$ cat src/common/qec_pkg.sv
package qec_pkg;
    // register word offsets (byte addresses)
    localparam logic [3:0] ADDR_CONTROL = 4'h0;
    localparam logic [3:0] ADDR_POSITION = 4'h4;
    localparam logic [3:0] ADDR_MAXCOUNT = 4'h8;
    localparam logic [3:0] ADDR_STATUS = 4'hC;
    // control field positions
    localparam int BIT_IDLE_STOP = 13;
    localparam int BIT_INDEX = 12;
    localparam int BIT_DIR = 11;
    localparam int MODE_HI = 10;
    localparam int MODE_LO = 8;
    localparam int BIT_SWAP = 7;
    localparam int PS_HI = 4;
    localparam int PS_LO = 3;
    localparam int BIT_IDX_RST = 2;
    localparam int BIT_TCS = 1;
    localparam int BIT_DIR_SRC = 0;
    // writable bits of the control word
    localparam logic [15:0] CONTROL_WMASK = 16'h2F9F;
    localparam logic [15:0] CONTROL_RESET = 16'h0000;
    localparam logic [15:0] COUNT_RESET = 16'h0000;
    localparam logic [15:0] MAXCOUNT_RESET = 16'hFFFF;
    localparam logic [7:0] PRESCALE_1 = 8'h00;
    localparam logic [7:0] PRESCALE_8 = 8'h07;
    localparam logic [7:0] PRESCALE_64 = 8'h3F;
    localparam logic [7:0] PRESCALE_256 = 8'hFF;

    typedef enum logic [2:0] {
        QEC_OFF = 3'b000,
        QEC_TIMER = 3'b001,
        QEC_UNUSED2 = 3'b010,
        QEC_UNUSED3 = 3'b011,
        QEC_X2_INDEX = 3'b100,
        QEC_X2_MATCH = 3'b101,
        QEC_X4_INDEX = 3'b110,
        QEC_X4_MATCH = 3'b111
    } qec_mode_e;
endpackage : qec_pkg

$ cat src/logic/qec_top.sv
// The Wishbone register port and the register offsets are this design's own decisions.
`timescale 1ns/10ps
// Contract
// - the mode field selects off, 16-bit timer, disabled for 010/011, and x2/x4 decoding with index or match reset.
// - with phase swap set the phase inputs are exchanged before decoding.
// - the timer prescale field divides by 256, 64, 8 or 1 for 11, 10, 01, 00.
// - the prescaler acts only in timer mode and is bypassed in decoding modes.
// - index reset enable lets an index pulse clear the counter, only in modes 100 and 110.
// - timer clock source set counts rising edges of phase a, clear counts the system clock.
// - direction source set takes direction from phase b, clear from the count direction bit.
// - in decoding modes direction comes from quadrature decoding and direction source is ignored.
module qec_top (
    input wire logic clock,
    input wire logic rst,
    input wire logic [3:0] wb_adr_i,
    input wire logic [31:0] wb_dat_i,
    output logic [31:0] wb_dat_o,
    input wire logic wb_we_i,
    input wire logic [3:0] wb_sel_i,
    input wire logic wb_cyc_i,
    input wire logic wb_stb_i,
    output logic wb_ack_o,
    input wire logic phase_a_input,
    input wire logic phase_b_input,
    input wire logic index_input,
    input wire logic idle_mode,
    output logic [15:0] position_count
);
    logic [15:0] encoder_control;
    logic [15:0] max_count_limit;
    logic count_direction;
    logic [7:0] prescale_cnt;
    logic tclk_q;
    logic idx_q;
    logic [2:0] operating_mode_select;
    logic phase_swap;
    logic pa;
    logic pb;
    logic dec_step;
    logic dec_up;
    logic quad_mode;
    logic timer_mode;
    logic running;
    logic idx_rise;
    logic tick_in;
    logic [7:0] prescale_max;
    logic timer_tick;
    logic enc_reset;
    logic enc_step;
    logic up_now;
    logic [15:0] next_position;
    logic bus_req;
    logic bus_wr;
    logic dir_wr;

    // one count up or down, wrapping at 16 bits
    function automatic logic [15:0] step_count(input logic [15:0] value, input logic up);
        step_count = up ? value + 16'h0001 : value - 16'h0001;
    endfunction : step_count

    assign operating_mode_select = encoder_control[qec_pkg::MODE_HI:qec_pkg::MODE_LO];
    assign phase_swap = encoder_control[qec_pkg::BIT_SWAP];

    assign pa = phase_swap ? phase_b_input : phase_a_input;
    assign pb = phase_swap ? phase_a_input : phase_b_input;

    always_comb begin
        quad_mode = 1'b0;
        timer_mode = 1'b0;
        case (qec_pkg::qec_mode_e'(operating_mode_select))
            qec_pkg::QEC_TIMER: timer_mode = 1'b1;
            qec_pkg::QEC_X2_INDEX, qec_pkg::QEC_X2_MATCH,
            qec_pkg::QEC_X4_INDEX, qec_pkg::QEC_X4_MATCH: quad_mode = 1'b1;
            default: begin
                quad_mode = 1'b0;
                timer_mode = 1'b0;
            end
        endcase
    end

    assign running = !(idle_mode && encoder_control[qec_pkg::BIT_IDLE_STOP]);

    qec_decoder u_dec (
        .clock(clock),
        .rst(rst),
        .phase_a(pa),
        .phase_b(pb),
        .x4(operating_mode_select[1]),
        .step(dec_step),
        .step_up(dec_up)
    );

    always_ff @(posedge clock or posedge rst) begin
        if (rst) begin
            tclk_q <= 1'b0;
            idx_q <= 1'b0;
        end else begin
            tclk_q <= phase_a_input;
            idx_q <= index_input;
        end
    end

    assign idx_rise = index_input && !idx_q;

    // timer source: rising edge of phase a pin or every clock
    assign tick_in = encoder_control[qec_pkg::BIT_TCS] ? (phase_a_input && !tclk_q) : 1'b1;

    always_comb begin
        case (encoder_control[qec_pkg::PS_HI:qec_pkg::PS_LO])
            2'b11: prescale_max = qec_pkg::PRESCALE_256;
            2'b10: prescale_max = qec_pkg::PRESCALE_64;
            2'b01: prescale_max = qec_pkg::PRESCALE_8;
            default: prescale_max = qec_pkg::PRESCALE_1;
        endcase
    end

    always_ff @(posedge clock or posedge rst) begin
        if (rst) begin
            prescale_cnt <= 8'h00;
        end else if (!timer_mode) begin
            prescale_cnt <= 8'h00;
        end else if (running && tick_in) begin
            if (prescale_cnt >= prescale_max) begin
                prescale_cnt <= 8'h00;
            end else begin
                prescale_cnt <= prescale_cnt + 8'h01;
            end
        end
    end

    assign timer_tick = timer_mode && running && tick_in && (prescale_cnt >= prescale_max);

    // index reset only in the index-reset modes (bit 0 of mode clear)
    assign enc_reset = quad_mode && running && !operating_mode_select[0]
        && encoder_control[qec_pkg::BIT_IDX_RST] && idx_rise;
    assign enc_step = quad_mode && running && dec_step;

    always_comb begin
        if (quad_mode) begin
            up_now = dec_up;
        end else if (encoder_control[qec_pkg::BIT_DIR_SRC]) begin
            up_now = phase_b_input;
        end else begin
            up_now = count_direction;
        end
    end

    always_comb begin
        next_position = position_count;
        if (enc_reset) begin
            next_position = qec_pkg::COUNT_RESET;
        end else if (enc_step) begin
            if (up_now) begin
                if (operating_mode_select[0] && position_count == max_count_limit) begin
                    next_position = qec_pkg::COUNT_RESET;
                end else begin
                    next_position = step_count(position_count, 1'b1);
                end
            end else if (operating_mode_select[0] && position_count == qec_pkg::COUNT_RESET) begin
                next_position = max_count_limit;
            end else begin
                next_position = step_count(position_count, 1'b0);
            end
        end else if (timer_tick) begin
            next_position = step_count(position_count, up_now);
        end
    end

    assign bus_req = wb_cyc_i && wb_stb_i && !wb_ack_o;
    // a write lands at the edge where the master sees ack high
    assign bus_wr = wb_cyc_i && wb_stb_i && wb_we_i && wb_ack_o;
    // direction is writable when the mode being written is off, timer or unused (bit 10 clear)
    assign dir_wr = bus_wr && wb_adr_i == qec_pkg::ADDR_CONTROL && wb_sel_i[1] && !wb_dat_i[qec_pkg::MODE_HI];

    always_ff @(posedge clock or posedge rst) begin
        if (rst) begin
            position_count <= qec_pkg::COUNT_RESET;
        end else if (bus_wr && wb_adr_i == qec_pkg::ADDR_POSITION && &wb_sel_i[1:0]) begin
            position_count <= wb_dat_i[15:0];
        end else begin
            position_count <= next_position;
        end
    end

    always_ff @(posedge clock or posedge rst) begin
        if (rst) begin
            encoder_control <= qec_pkg::CONTROL_RESET;
            max_count_limit <= qec_pkg::MAXCOUNT_RESET;
        end else if (bus_wr) begin
            if (wb_adr_i == qec_pkg::ADDR_CONTROL) begin
                if (wb_sel_i[0]) begin
                    encoder_control[7:0] <= wb_dat_i[7:0] & qec_pkg::CONTROL_WMASK[7:0];
                end
                if (wb_sel_i[1]) begin
                    encoder_control[15:8] <= wb_dat_i[15:8] & qec_pkg::CONTROL_WMASK[15:8];
                end
            end
            if (wb_adr_i == qec_pkg::ADDR_MAXCOUNT) begin
                if (wb_sel_i[0]) begin
                    max_count_limit[7:0] <= wb_dat_i[7:0];
                end
                if (wb_sel_i[1]) begin
                    max_count_limit[15:8] <= wb_dat_i[15:8];
                end
            end
        end
    end

    // direction bit: written outside decoding modes, follows the decoded steps inside them
    always_ff @(posedge clock or posedge rst) begin
        if (rst) begin
            count_direction <= 1'b0;
        end else if (dir_wr) begin
            count_direction <= wb_dat_i[qec_pkg::BIT_DIR];
        end else if (enc_step) begin
            count_direction <= dec_up;
        end
    end

    always_ff @(posedge clock or posedge rst) begin
        if (rst) begin
            wb_ack_o <= 1'b0;
            wb_dat_o <= 32'h0000_0000;
        end else begin
            wb_ack_o <= bus_req;
            wb_dat_o <= 32'h0000_0000;
            if (bus_req && !wb_we_i) begin
                case (wb_adr_i)
                    qec_pkg::ADDR_CONTROL: begin
                        wb_dat_o[15:0] <= encoder_control;
                        wb_dat_o[qec_pkg::BIT_INDEX] <= index_input;
                        wb_dat_o[qec_pkg::BIT_DIR] <= count_direction;
                    end
                    qec_pkg::ADDR_POSITION: wb_dat_o[15:0] <= position_count;
                    qec_pkg::ADDR_MAXCOUNT: wb_dat_o[15:0] <= max_count_limit;
                    qec_pkg::ADDR_STATUS: wb_dat_o[2:0] <= {running, timer_mode, quad_mode};
                    default: wb_dat_o <= 32'h0000_0000;
                endcase
            end
        end
    end
endmodule : qec_top

$ cat src/logic/qec_decoder.sv
`timescale 1ns/10ps
// quadrature step detector: one step pulse and its direction per qualifying edge
module qec_decoder (
    input wire logic clock,
    input wire logic rst,
    input wire logic phase_a,
    input wire logic phase_b,
    input wire logic x4,
    output logic step,
    output logic step_up
);
    logic a_q;
    logic b_q;
    logic a_chg;
    logic b_chg;

    always_ff @(posedge clock or posedge rst) begin
        if (rst) begin
            a_q <= 1'b0;
            b_q <= 1'b0;
        end else begin
            a_q <= phase_a;
            b_q <= phase_b;
        end
    end

    assign a_chg = phase_a ^ a_q;
    assign b_chg = phase_b ^ b_q;

    // x2 counts edges of phase a only, x4 counts edges of both phases
    always_comb begin
        step = (a_chg && !b_chg) || (x4 && b_chg && !a_chg);
        if (a_chg) begin
            step_up = phase_a ^ phase_b;
        end else begin
            step_up = ~(phase_a ^ phase_b);
        end
    end
endmodule : qec_decoder

$ cat config.mk
export PLATFORM = sky130hd
export DESIGN_NAME = qec_top
export DESIGN_NICKNAME = d
export VERILOG_FILES = /design/src/common/qec_pkg.sv /design/src/logic/qec_top.sv /design/src/logic/qec_decoder.sv
export SDC_FILE = /design/constraint.sdc
export NUM_CORES = 1
export LEC_CHECK = 0
export BUFFER_PORTS_ARGS = -buffer_cell sky130_fd_sc_hd__buf_2
export CAP_MARGIN = 20
export CORE_ASPECT_RATIO = 1.5
export CORE_UTILIZATION = 37
export CTS_CLUSTER_DIAMETER = 120
export CTS_CLUSTER_SIZE = 12
export DETAILED_ROUTE_END_ITERATION = 7
export PLACE_DENSITY = 0.59
export SYNTH_ARGS = -nofsm -noshare
export SYNTH_HDL_FRONTEND = slang
export SYNTH_SLANG_ARGS = --single-unit
export TNS_END_PERCENT = 30
$ cat constraint.sdc
create_clock -name clock -period 2.8 [get_ports clock]
set_clock_uncertainty 0.05 [all_clocks]
set_input_delay 0 -clock clock [delete_from_list [all_inputs] [get_ports clock]]
set_output_delay 0 -clock clock [all_outputs]
set_load 0.02 [all_outputs]
==> summary.json, run 1 <==
{
  "grt_antenna_before_repair": 0,
  "area.growth.synth_to_final_pct": 23.25,
  "post_route_cells_drive_above_1_share_pct": 27.24,
  "synth-edff-count": 0,
  "worst_hold_path.endpoint": "wb_dat_o[2]",
  "synth_xor_xnor_area_share_pct": 8.487,
  "holdCritPathClass": "input port to register",
  "routedWlPerCell_um": 18.80,
  "yosys.area_share.simple_pct": 18.50,
  "wirelength_um": 14460,
  "synth-adder-area-share_pct": 2.636,
  "path_clk_slew_ns": 0.06,
  "grt_pass1_vias": 4260,
  "dieWidth_um": 94.49,
  "timing.fmax_mhz": 381.1,
  "start_util_pct": 37.94,
  "setup_violations": 0,
  "timing.critical_path.to_type": "register",
  "hold_violations": 0,
  "slew_viol_final": 0,
  "most-common-layout-cells": "sky130_fd_sc_hd__buf_2 (63), sky130_fd_sc_hd__nor2_1 (56), sky130_fd_sc_hd__dfrtp_1 (56), sky130_fd_sc_hd__nand2_1 (32), sky130_fd_sc_hd__o21ai_0 (32)",
  "timing.reg2reg.setup_slack_ns": 0.18,
  "rows": 50,
  "cts.sink_count": 72,
  "gp_congestion": 0.9082,
  "core_area_sq_um": 12510,
  "i_o_pin_count": 98,
  "ys_seq_area_share_pct": 38.38,
  "timing.final.crit_share_pct": 93.72,
  "final_design_area_no_fill_sq_um": 5851,
  "synth_top_family_by_area": "simple AND/OR/NAND/NOR gates",
  "clkLatencyLatePin_ns": 0.34,
  "cts-htree-levels": 3,
  "ys_async_sr_fraction_pct": 100.0,
  "postcts_setup_bufs": 0,
  "ir_worst_vdd_v": 0.0002865,
  "routed-via-count": 4336,
  "yosys_warnings": 0,
  "hold_path_startpoint": "idle_mode",
  "timing.critical_path.arrival_ns": 2.84,
  "crit_path_start_kind": "register",
  "syn_inst": 515,
  "wire_length_of_the_first_global_routing_pass_um": 23000,
  "path_class": "register to register",
  "final_net_count": 667,
  "remaining_drc_errors": 0,
  "largest_net_degree_at_the_start_of_global_routing": 39,
  "ys_dominant_reg_cell": "sky130_fd_sc_hd__dfrtp_1",
  "reg2reg_from": "position_count[10]",
  "antenna_cells": 0,
  "clockRootBuffer": "sky130_fd_sc_hd__clkbuf_16",
  "drt_first_iter_violations": 231,
  "globalRoute.totalOverflow": 0,
  "firstDrtPassIters": 5,
  "total_power_uw": 4015,
  "layout_commonest_cell": "sky130_fd_sc_hd__buf_2",
  "r2r_cells": 7,
  "relSlewSlack_pct": 45.93,
  "cts_tree": "built",
  "post_detailed_route_count_of_antenna_violating_nets": 0,
  "io_buffer_count": 63,
  "synth.lib_cells_used.distinct": 65,
  "die_y_um": 140.7,
  "gr-usage-all-layers_pct": 22.80,
  "post_dp_cell_area_sq_um": 5273,
  "whs_path_depth": 4,
  "final.min_clock_period_ns": 2.624,
  "result_of_the_run": "complete, no violations",
  "critical_path_peak_fanout": 8,
  "syn-mean-instance-area_sq_um": 9.218,
  "worstMarginPinSlew_ns": 0.8099,
  "muxShareOfSynthArea_pct": 9.673,
  "crit_required_ns": 3.02,
  "post_synth_instance_area_sq_um": 4747,
  "routed_via_density": 5.638,
  "synth_seq_cells": 72,
  "cts-buffers-inserted": 9,
  "leakagePower_uw": 0.002658,
  "r2r_end": "position_count[9]",
  "power_density_nw_per_um2": 686.2,
  "design.die.area_sq_um": 13300,
  "synth_compound_area_share_pct": 15.81,
  "hpwlAfterDp_um": 10720,
  "clock_path_buffers": 2,
  "max_cap_check_violation_count": 0,
  "layout.filler_cells": 1203,
  "utilization_pct": 46.76
}
==> worst max-delay path: stages (launching register included) <==
cell and delay (ns):
sky130_fd_sc_hd__dfrtp_1 0.38, sky130_fd_sc_hd__or4_4 0.56, sky130_fd_sc_hd__and4bb_1 0.31, sky130_fd_sc_hd__nor3b_2 0.30
sky130_fd_sc_hd__and2_1 0.40, sky130_fd_sc_hd__nor2_1 0.09, sky130_fd_sc_hd__o32a_1 0.33, sky130_fd_sc_hd__o21ai_1 0.12
==> final cells by class <==
class | instances | area (sq um) | area share (%)
clock inverters | 5 | 80.08 | 1.369
inverters | 10 | 37.54 | 0.6416
multi-input cells | 398 | 2690 | 45.98
repair buffers | 117 | 783.3 | 13.39
well taps | 156 | 195.2 | 3.336
clock buffers | 11 | 242.7 | 4.149
flip-flops and latches | 72 | 1822 | 31.14
==> cells in the mapped netlist (all sizes together), types with 11 or more instances <==
library cell | count | area share, %
nand3 | 20 | 2.1
nand2 | 32 | 2.5
clkbuf | 25 | 2.0
o21ai | 35 | 3.7
nor3 | 11 | 1.3
dfrtp | 56 | 30
xor2 | 15 | 2.8
a21oi | 20 | 2.1
mux2 | 27 | 6.4
nor2 | 56 | 4.4
a22oi | 21 | 3.3
mux2i | 11 | 2.3
buf | 25 | 3.7
dfstp | 16 | 8.9
xnor2 | 31 | 5.7
==> repair_timing <==
item                       4_1_cts  5_1_grt
gates resized for setup          0        1
hold endpoints to repair        78        0
setup endpoints to repair        0        1
hold buffers                    25        0
==> registers in the layout, summed over array words and instances, names as in the netlist, 8 cells and up <==
register,count
max_count_limit,16
wb_dat_o,16
position_count,16
encoder_control,10
prescale_cnt,8
==> metal layers <==
metal | GRT usage, % | share of wire (%) | vias to the layer above
met3 | 3.182 | 4.3 | 40
met5 | 0 | 0 | -
met2 | 38.63 | 51 | 160
met4 | 13.32 | 4.8 | 0
met1 | 27.06 | 40 | 2145
li1 | - | - | 1991
==> how the worst max path moves through the flow <==
stage,start,endpoint,slack [ns],depth (start not counted)
after detailed placement,position_count[10],position_count[9],0.21,7
after global placement,position_count[10],position_count[5],0.26,7
after global routing,wb_ack_o,count_direction,-0.01,8
after floorplan,position_count[0],position_count[12],0.28,10
after CTS,wb_ack_o,count_direction,0.16,8
final,position_count[10],position_count[9],0.18,7
==> metrics by stage <==
step	hold WS, ns	setup slack, ns	cells	TNS [ns]
6_report	0.05607	0.1758	769	0
2_1_floorplan	-0.01857	0.2815	530	0
3_3_place_gp	0.1211	0.2646	728	0
5_1_grt	0.08595	-0.01132	769	-0.01132
3_5_place_dp	0.1277	0.2067	728	0
4_1_cts	0.05178	0.1561	769	0
==> power by group <==
part / switching, uW / total [uW] / internal [uW]
combinational: 866 / 1540 / 679
sequential: 80.2 / 1200 / 1120
clock: 465 / 1270 / 803
total: 1410 / 4010 / 2600
==> cells by family (layout without fill, tap and decap cells) <==
kind of cell,count (synthesis),after routing
flip-flops,72,72
multiplexers,40,40
AO/OA/AOI/OAI,114,114
XOR/XNOR,46,46
other,1,16
buffers and inverters,60,143
AND/OR/NAND/NOR,172,172
adder cells (fa/ha/maj),10,10
Power figures use the tool's default switching activity.
==> run 2, diff against run 1 <==
--- a/config.mk
+++ b/config.mk
@@ -13,6 +13,7 @@
 export CTS_CLUSTER_SIZE = 12
 export DETAILED_ROUTE_END_ITERATION = 7
 export PLACE_DENSITY = 0.59
+export SETUP_SLACK_MARGIN = 0.4
 export SYNTH_ARGS = -nofsm -noshare
 export SYNTH_HDL_FRONTEND = slang
 export SYNTH_SLANG_ARGS = --single-unit
==> summary.json, run 2 (same netlist as run 1, synthesis figures left out) <==
{
  "crit_path_start_kind": "register",
  "rows": 50,
  "r2r_cells": 9,
  "worstMarginPinSlew_ns": 0.6171,
  "grt_antenna_before_repair": 0,
  "relSlewSlack_pct": 58.76,
  "routed_via_density": 5.588,
  "grt_util_met2_pct": 38.83,
  "area.growth.synth_to_final_pct": 26.17,
  "i_o_pin_count": 98,
  "gp_congestion": 0.9488,
  "path_clk_slew_ns": 0.05,
  "critical_path_depth": 9,
  "whs_path_depth": 4,
  "hpwlAfterDp_um": 10660,
  "gr-usage-all-layers_pct": 22.61,
  "critical_path.slowest_cell": "sky130_fd_sc_hd__or4_4",
  "result_of_the_run": "complete, no violations",
  "layout_commonest_cell": "sky130_fd_sc_hd__buf_2",
  "crit_required_ns": 2.97,
  "antenna_cells": 0,
  "cpPeakStageDelay_ns": 0.51,
  "grt_pass1_vias": 4385,
  "timing.final.crit_share_pct": 83.58,
  "cts.sink_count": 72,
  "area_used_by_multi_input_combinational_logic_sq_um": 2808,
  "largest_net_degree_at_the_start_of_global_routing": 73,
  "core_area_sq_um": 12510,
  "critical_path.most_common_cell": "sky130_fd_sc_hd__o211a_1",
  "dieWidth_um": 94.49,
  "cts-htree-levels": 3,
  "leakagePower_uw": 0.002700,
  "clock_path_buffers": 2,
  "final-instance-count-excl-fill": 776,
  "cp_top_family": "simple AND/OR/NAND/NOR gates",
  "hold_slack_ns": 0.09184,
  "critical_path_peak_fanout": 7,
  "max_cap_check_violation_count": 0,
  "firstDrtPassIters": 4,
  "hold_violations": 0,
  "clkLatencyLatePin_ns": 0.33,
  "layout.filler_cells": 1221,
  "design.die.area_sq_um": 13300,
  "ordered_cell_list_for_the_critical_path": "or4_4, and4bb_1, nand4_1, buf_6, buf_4, o211a_1, o21ai_0, o211a_1, o2bb2ai_1",
  "final_net_count": 674,
  "routedWlPerCell_um": 18.71,
  "clockRootBuffer": "sky130_fd_sc_hd__clkbuf_16",
  "layout_setup_ws_ns": 0.4597,
  "largest_registers": "max_count_limit: 16 flops, position_count: 16 flops, wb_dat_o: 16 flops",
  "remaining_drc_errors": 0,
  "routed-via-count": 4336,
  "wire_length_of_the_first_global_routing_pass_um": 22820,
  "timing.fmax_mhz": 427.3,
  "holdCritPathClass": "input port to register",
  "globalRoute.totalOverflow": 0,
  "power_density_nw_per_um2": 645.6,
  "timing.critical_path.arrival_ns": 2.51,
  "global_route.peak_usage_layer": "met2",
  "utilization_pct": 47.87,
  "die_y_um": 140.7,
  "finalSetupTns_ns": 0,
  "grtUsageMet1_pct": 25.84,
  "regArea_sq_um": 1828,
  "place.detailed.instances": 728,
  "start_util_pct": 37.94,
  "most-common-layout-cells": "sky130_fd_sc_hd__buf_2 (63), sky130_fd_sc_hd__nor2_1 (55), sky130_fd_sc_hd__dfrtp_1 (51), sky130_fd_sc_hd__buf_4 (34)",
  "critPathBufInv": 2,
  "post_detailed_route_count_of_antenna_violating_nets": 0,
  "setup_violations": 0,
  "rsz_0062_raised_after_global_routing": "true",
  "ir_worst_vdd_v": 0.0003374,
  "final.min_clock_period_ns": 2.340,
  "timing.critical_path.to_type": "register",
  "global_route.usage.met3_pct": 4.153,
  "slew_viol_final": 0,
  "dp_worst_setup_slack_ns": 0.2736,
  "io_buffer_count": 63,
  "cts-buffers-inserted": 9,
  "post_route_cells_drive_above_1_share_pct": 30.97,
  "timing.reg2reg.setup_slack_ns": 0.46,
  "cts_tree": "built",
  "path_class": "register to register",
  "wirelength_um": 14520,
  "drt_first_iter_violations": 215
}
==> run 2: cell types whose count changed in the layout (fill, tap and decap cells not counted), moves of 3 or more <==
cell	previous run	this run
sky130_fd_sc_hd__nor4_2	0	3
sky130_fd_sc_hd__buf_4	29	34
sky130_fd_sc_hd__dfrtp_1	56	51
sky130_fd_sc_hd__dfrtp_2	0	5
sky130_fd_sc_hd__nor4_1	4	1
==> run 2: path summary, 6_finish.rpt <==
kind / start / end
setup / recovery: position_count[10] / position_count[15]
max in group asynchronous: rst / max_count_limit[15]
setup reg to reg: position_count[10] / position_count[15]
hold reg to reg: wb_ack_o / wb_ack_o
hold / removal: idle_mode / wb_dat_o[2]
min in group asynchronous: rst / wb_dat_o[6]
==> run 2: cell type report <==
| class | count | share of cell area (%) |
|---|---|---|
| Inverter | 10 | 0.6267 |
| Clock buffer | 13 | 4.178 |
| Timing Repair Buffer | 124 | 14.25 |
| Sequential cell | 72 | 30.52 |
| Multi-Input combinational cell | 398 | 46.88 |
| Clock inverter | 3 | 0.2925 |
| Tap cell | 156 | 3.259 |
==> run 2: stage by stage <==
step / area (sq um) / total power, uW
after global placement: 5315 / 2729
after floorplan: 4843 / 2336
final: 5989 / 3867
after global routing: 5989 / 4071
after CTS: 5868 / 3841
after detailed placement: 5315 / 2759
==> run 2: repair_timing <==
action	in CTS	in global routing
hold buffers	24	0
gates resized for setup	8	22
hold endpoints to repair	105	0
cloned	0	1
pin swaps	0	6
buffers inserted	3	4
endpoints found under the setup margin	22	22
==> run 2: power by group <==
part | switching (uW) | total [uW] | internal (uW)
clock network | 415 | 1040 | 621
registers | 86.0 | 1210 | 1120
logic | 901 | 1620 | 721
==> run 2: worst min-delay path, delay by kind of cell <==
family / cells / cell delay, ns
compound gates: 2 / 0.17
buf+inv: 1 / 0.13
simple gates: 1 / 0.12
==> run 2: routing by layer <==
layer | vias up | share of wire (%)
met5 | - | 0
met1 | 2129 | 39
li1 | 2012 | -
met4 | 0 | 4.1
met2 | 156 | 52
met3 | 39 | 4.7
==> run 3, diff against run 2 <==
--- a/config.mk
+++ b/config.mk
@@ -12,7 +12,7 @@
 export CTS_CLUSTER_DIAMETER = 120
 export CTS_CLUSTER_SIZE = 12
 export DETAILED_ROUTE_END_ITERATION = 7
-export PLACE_DENSITY = 0.59
+export PLACE_DENSITY = 0.61
 export SETUP_SLACK_MARGIN = 0.4
 export SYNTH_ARGS = -nofsm -noshare
 export SYNTH_HDL_FRONTEND = slang
==> constraint.sdc (replaced) <==
create_clock -name clock -period 1.9 [get_ports clock]
set_clock_uncertainty 0.05 [all_clocks]
set_input_delay 0 -clock clock [delete_from_list [all_inputs] [get_ports clock]]
set_output_delay 0 -clock clock [all_outputs]
set_load 0.02 [all_outputs]
==> summary.json, run 3 (same netlist as run 1, synthesis figures left out) <==
{
  "power_density_nw_per_um2": 929.5,
  "power_switching_share_pct": 35.59,
  "remaining_drc_errors": 0,
  "io_buffer_count": 63,
  "path_class": "register to register",
  "layout.filler_cells": 1121,
  "timing.critical_path.to_type": "register",
  "largest_registers": "max_count_limit: 16 flops, position_count: 16 flops, wb_dat_o: 16 flops",
  "crit_path_start_kind": "register",
  "routedWlPerCell_um": 19.64,
  "layout_setup_ws_ns": -0.4224,
  "critical_path_peak_fanout": 5,
  "comb_power_share_pct": 45.9,
  "cts.sink_count": 72,
  "die_y_um": 140.7,
  "firstDrtPassIters": 4,
  "antenna_cells": 0,
  "leakagePower_uw": 0.003302,
  "cts-htree-levels": 3,
  "critical_path.slowest_cell": "sky130_fd_sc_hd__or4b_4",
  "routed_via_density": 5.477,
  "max_cap_check_violation_count": 0,
  "layout_commonest_cell": "sky130_fd_sc_hd__buf_4",
  "ordered_cell_list_for_the_critical_path": "inv_1, ha_1, or4b_4, nor3_2, nand2_1, xnor2_1, nor2_2, o22a_1, o21ai_1",
  "power_frac_seq_pct": 26.3,
  "start_util_pct": 37.94,
  "clock_path_buffers": 2,
  "cts_tree": "built",
  "holdCritPathClass": "input port to register",
  "hold_slack_ns": 0.02801,
  "r2r_cells": 9,
  "clockRootBuffer": "sky130_fd_sc_hd__clkbuf_16",
  "largest_net_degree_at_the_start_of_global_routing": 42,
  "wire_length_of_the_first_global_routing_pass_um": 27000,
  "crit_required_ns": 2.11,
  "rsz_0062_raised_after_global_routing": "true",
  "timing.final.crit_share_pct": 122.2,
  "result_of_the_run": "finished with violations",
  "cpPeakStageDelay_ns": 0.55,
  "pwr-share-clk_pct": 27.8,
  "setup_violations": 24,
  "final.min_clock_period_ns": 2.322,
  "total_switching_power_uw": 2372,
  "grt_pass1_vias": 5114,
  "hpwlAfterDp_um": 12740,
  "design.die.area_sq_um": 13300,
  "cp_top_family": "simple AND/OR/NAND/NOR gates",
  "whs_path_depth": 3,
  "cts-buffers-inserted": 9,
  "core_area_sq_um": 12510,
  "drt_first_iter_violations": 254,
  "post_route_cells_drive_above_1_share_pct": 46.10,
  "intPower_uw": 4293,
  "most-common-layout-cells": "sky130_fd_sc_hd__buf_4 (117), sky130_fd_sc_hd__buf_2 (63), sky130_fd_sc_hd__dfrtp_1 (51), sky130_fd_sc_hd__nor2_1 (50), sky130_fd_sc_hd__nand2_1 (31)",
  "i_o_pin_count": 98,
  "routed-via-count": 4787,
  "post_detailed_route_count_of_antenna_violating_nets": 0,
  "clkLatencyLatePin_ns": 0.34,
  "area.growth.synth_to_final_pct": 51.05,
  "hold_path_startpoint": "wb_sel_i[1]",
  "critPathBufInv": 1,
  "timing.fmax_mhz": 430.6,
  "dieWidth_um": 94.49,
  "gp_congestion": 0.9247,
  "ir_worst_vdd_v": 0.0004621,
  "violations": "setup timing",
  "reg2reg_from": "position_count[0]",
  "timing.critical_path.arrival_ns": 2.53,
  "hold_violations": 0,
  "critical_path_depth": 9,
  "crit_start": "position_count[0]",
  "grt_antenna_before_repair": 0,
  "rows": 50,
  "utilization_pct": 57.31,
  "wirelength_um": 17160,
  "final_net_count": 772,
  "path_clk_slew_ns": 0.06,
  "gr-usage-all-layers_pct": 27.27,
  "slew_viol_final": 0,
  "globalRoute.totalOverflow": 0
}
-- run 3: cell type report --
class                      count  area (sq um)  share of cell area [%]
timing repair buffer         222          1677                   23.38
inverter                      10         41.29                  0.5758
multi-input combinational    398          3109                   43.36
tap                          156         195.2                   2.722
clock inverter                 7         95.09                   1.326
sequential                    72          1828                   25.49
clock buffer                   9         225.2                   3.141
-- run 3: power groups by stage --
stage	sequential (uW)	combinational (uW)	clock (uW)
floorplan	1880	1570	0
global placement	1760	2730	0
detailed placement	1770	2760	0
CTS	1740	2920	1890
global route	1760	3280	1950
finish	1750	3060	1850
-- run 3: metrics by stage --
stage               power, uW  setup WS [ns]  instance area, sq um  TNS [ns]  cells
global placement         4499        -0.4327                  6143    -6.991    829
global route             6998        -0.5114                  7171    -10.30    874
finish                   6665        -0.4224                  7171    -7.633    874
CTS                      6549        -0.4365                  6972    -7.602    871
floorplan                3457        -0.5274                  4892    -7.361    530
detailed placement       4526        -0.5264                  6143    -9.075    829
-- run 3: worst register-to-register path, delay by kind of cell, from the launching register on --
family          cells  cell delay (ns)
flops               1             0.42
fa+ha+maj           1             0.19
buf+inv             1             0.10
xor+xnor            1             0.20
simple gates        4             0.96
compound gates      2             0.32
-- run 3: timing repair --
item | CTS | global route
hold buffers | 23 | 0
gates resized for setup | 77 | 43
setup endpoints to repair | 53 | 55
hold endpoints to repair | 112 | 0
buffers inserted | 2 | 3
pin swaps | 20 | 21
cloned | 1 | 0
-- run 3: worst paths after layout --
| kind | endpoint | slack [ns] |
|---|---|---|
| max reg2reg | position_count[12] | -0.42 |
| max in group asynchronous | max_count_limit[15] | 1.13 |
| min reg2reg | prescale_cnt[7] | 0.48 |
| max | position_count[12] | -0.42 |
| min | encoder_control[8] | 0.03 |
| min in group asynchronous | wb_dat_o[0] | 0.05 |
-- run 3: layer usage --
metal,track usage [%],vias to the layer above,routed length [um]
li1,-,2203,-
met1,29.59,2407,6588
met2,49.92,133,9131
met3,3.614,44,534
met4,14.91,0,909
met5,0,-,0
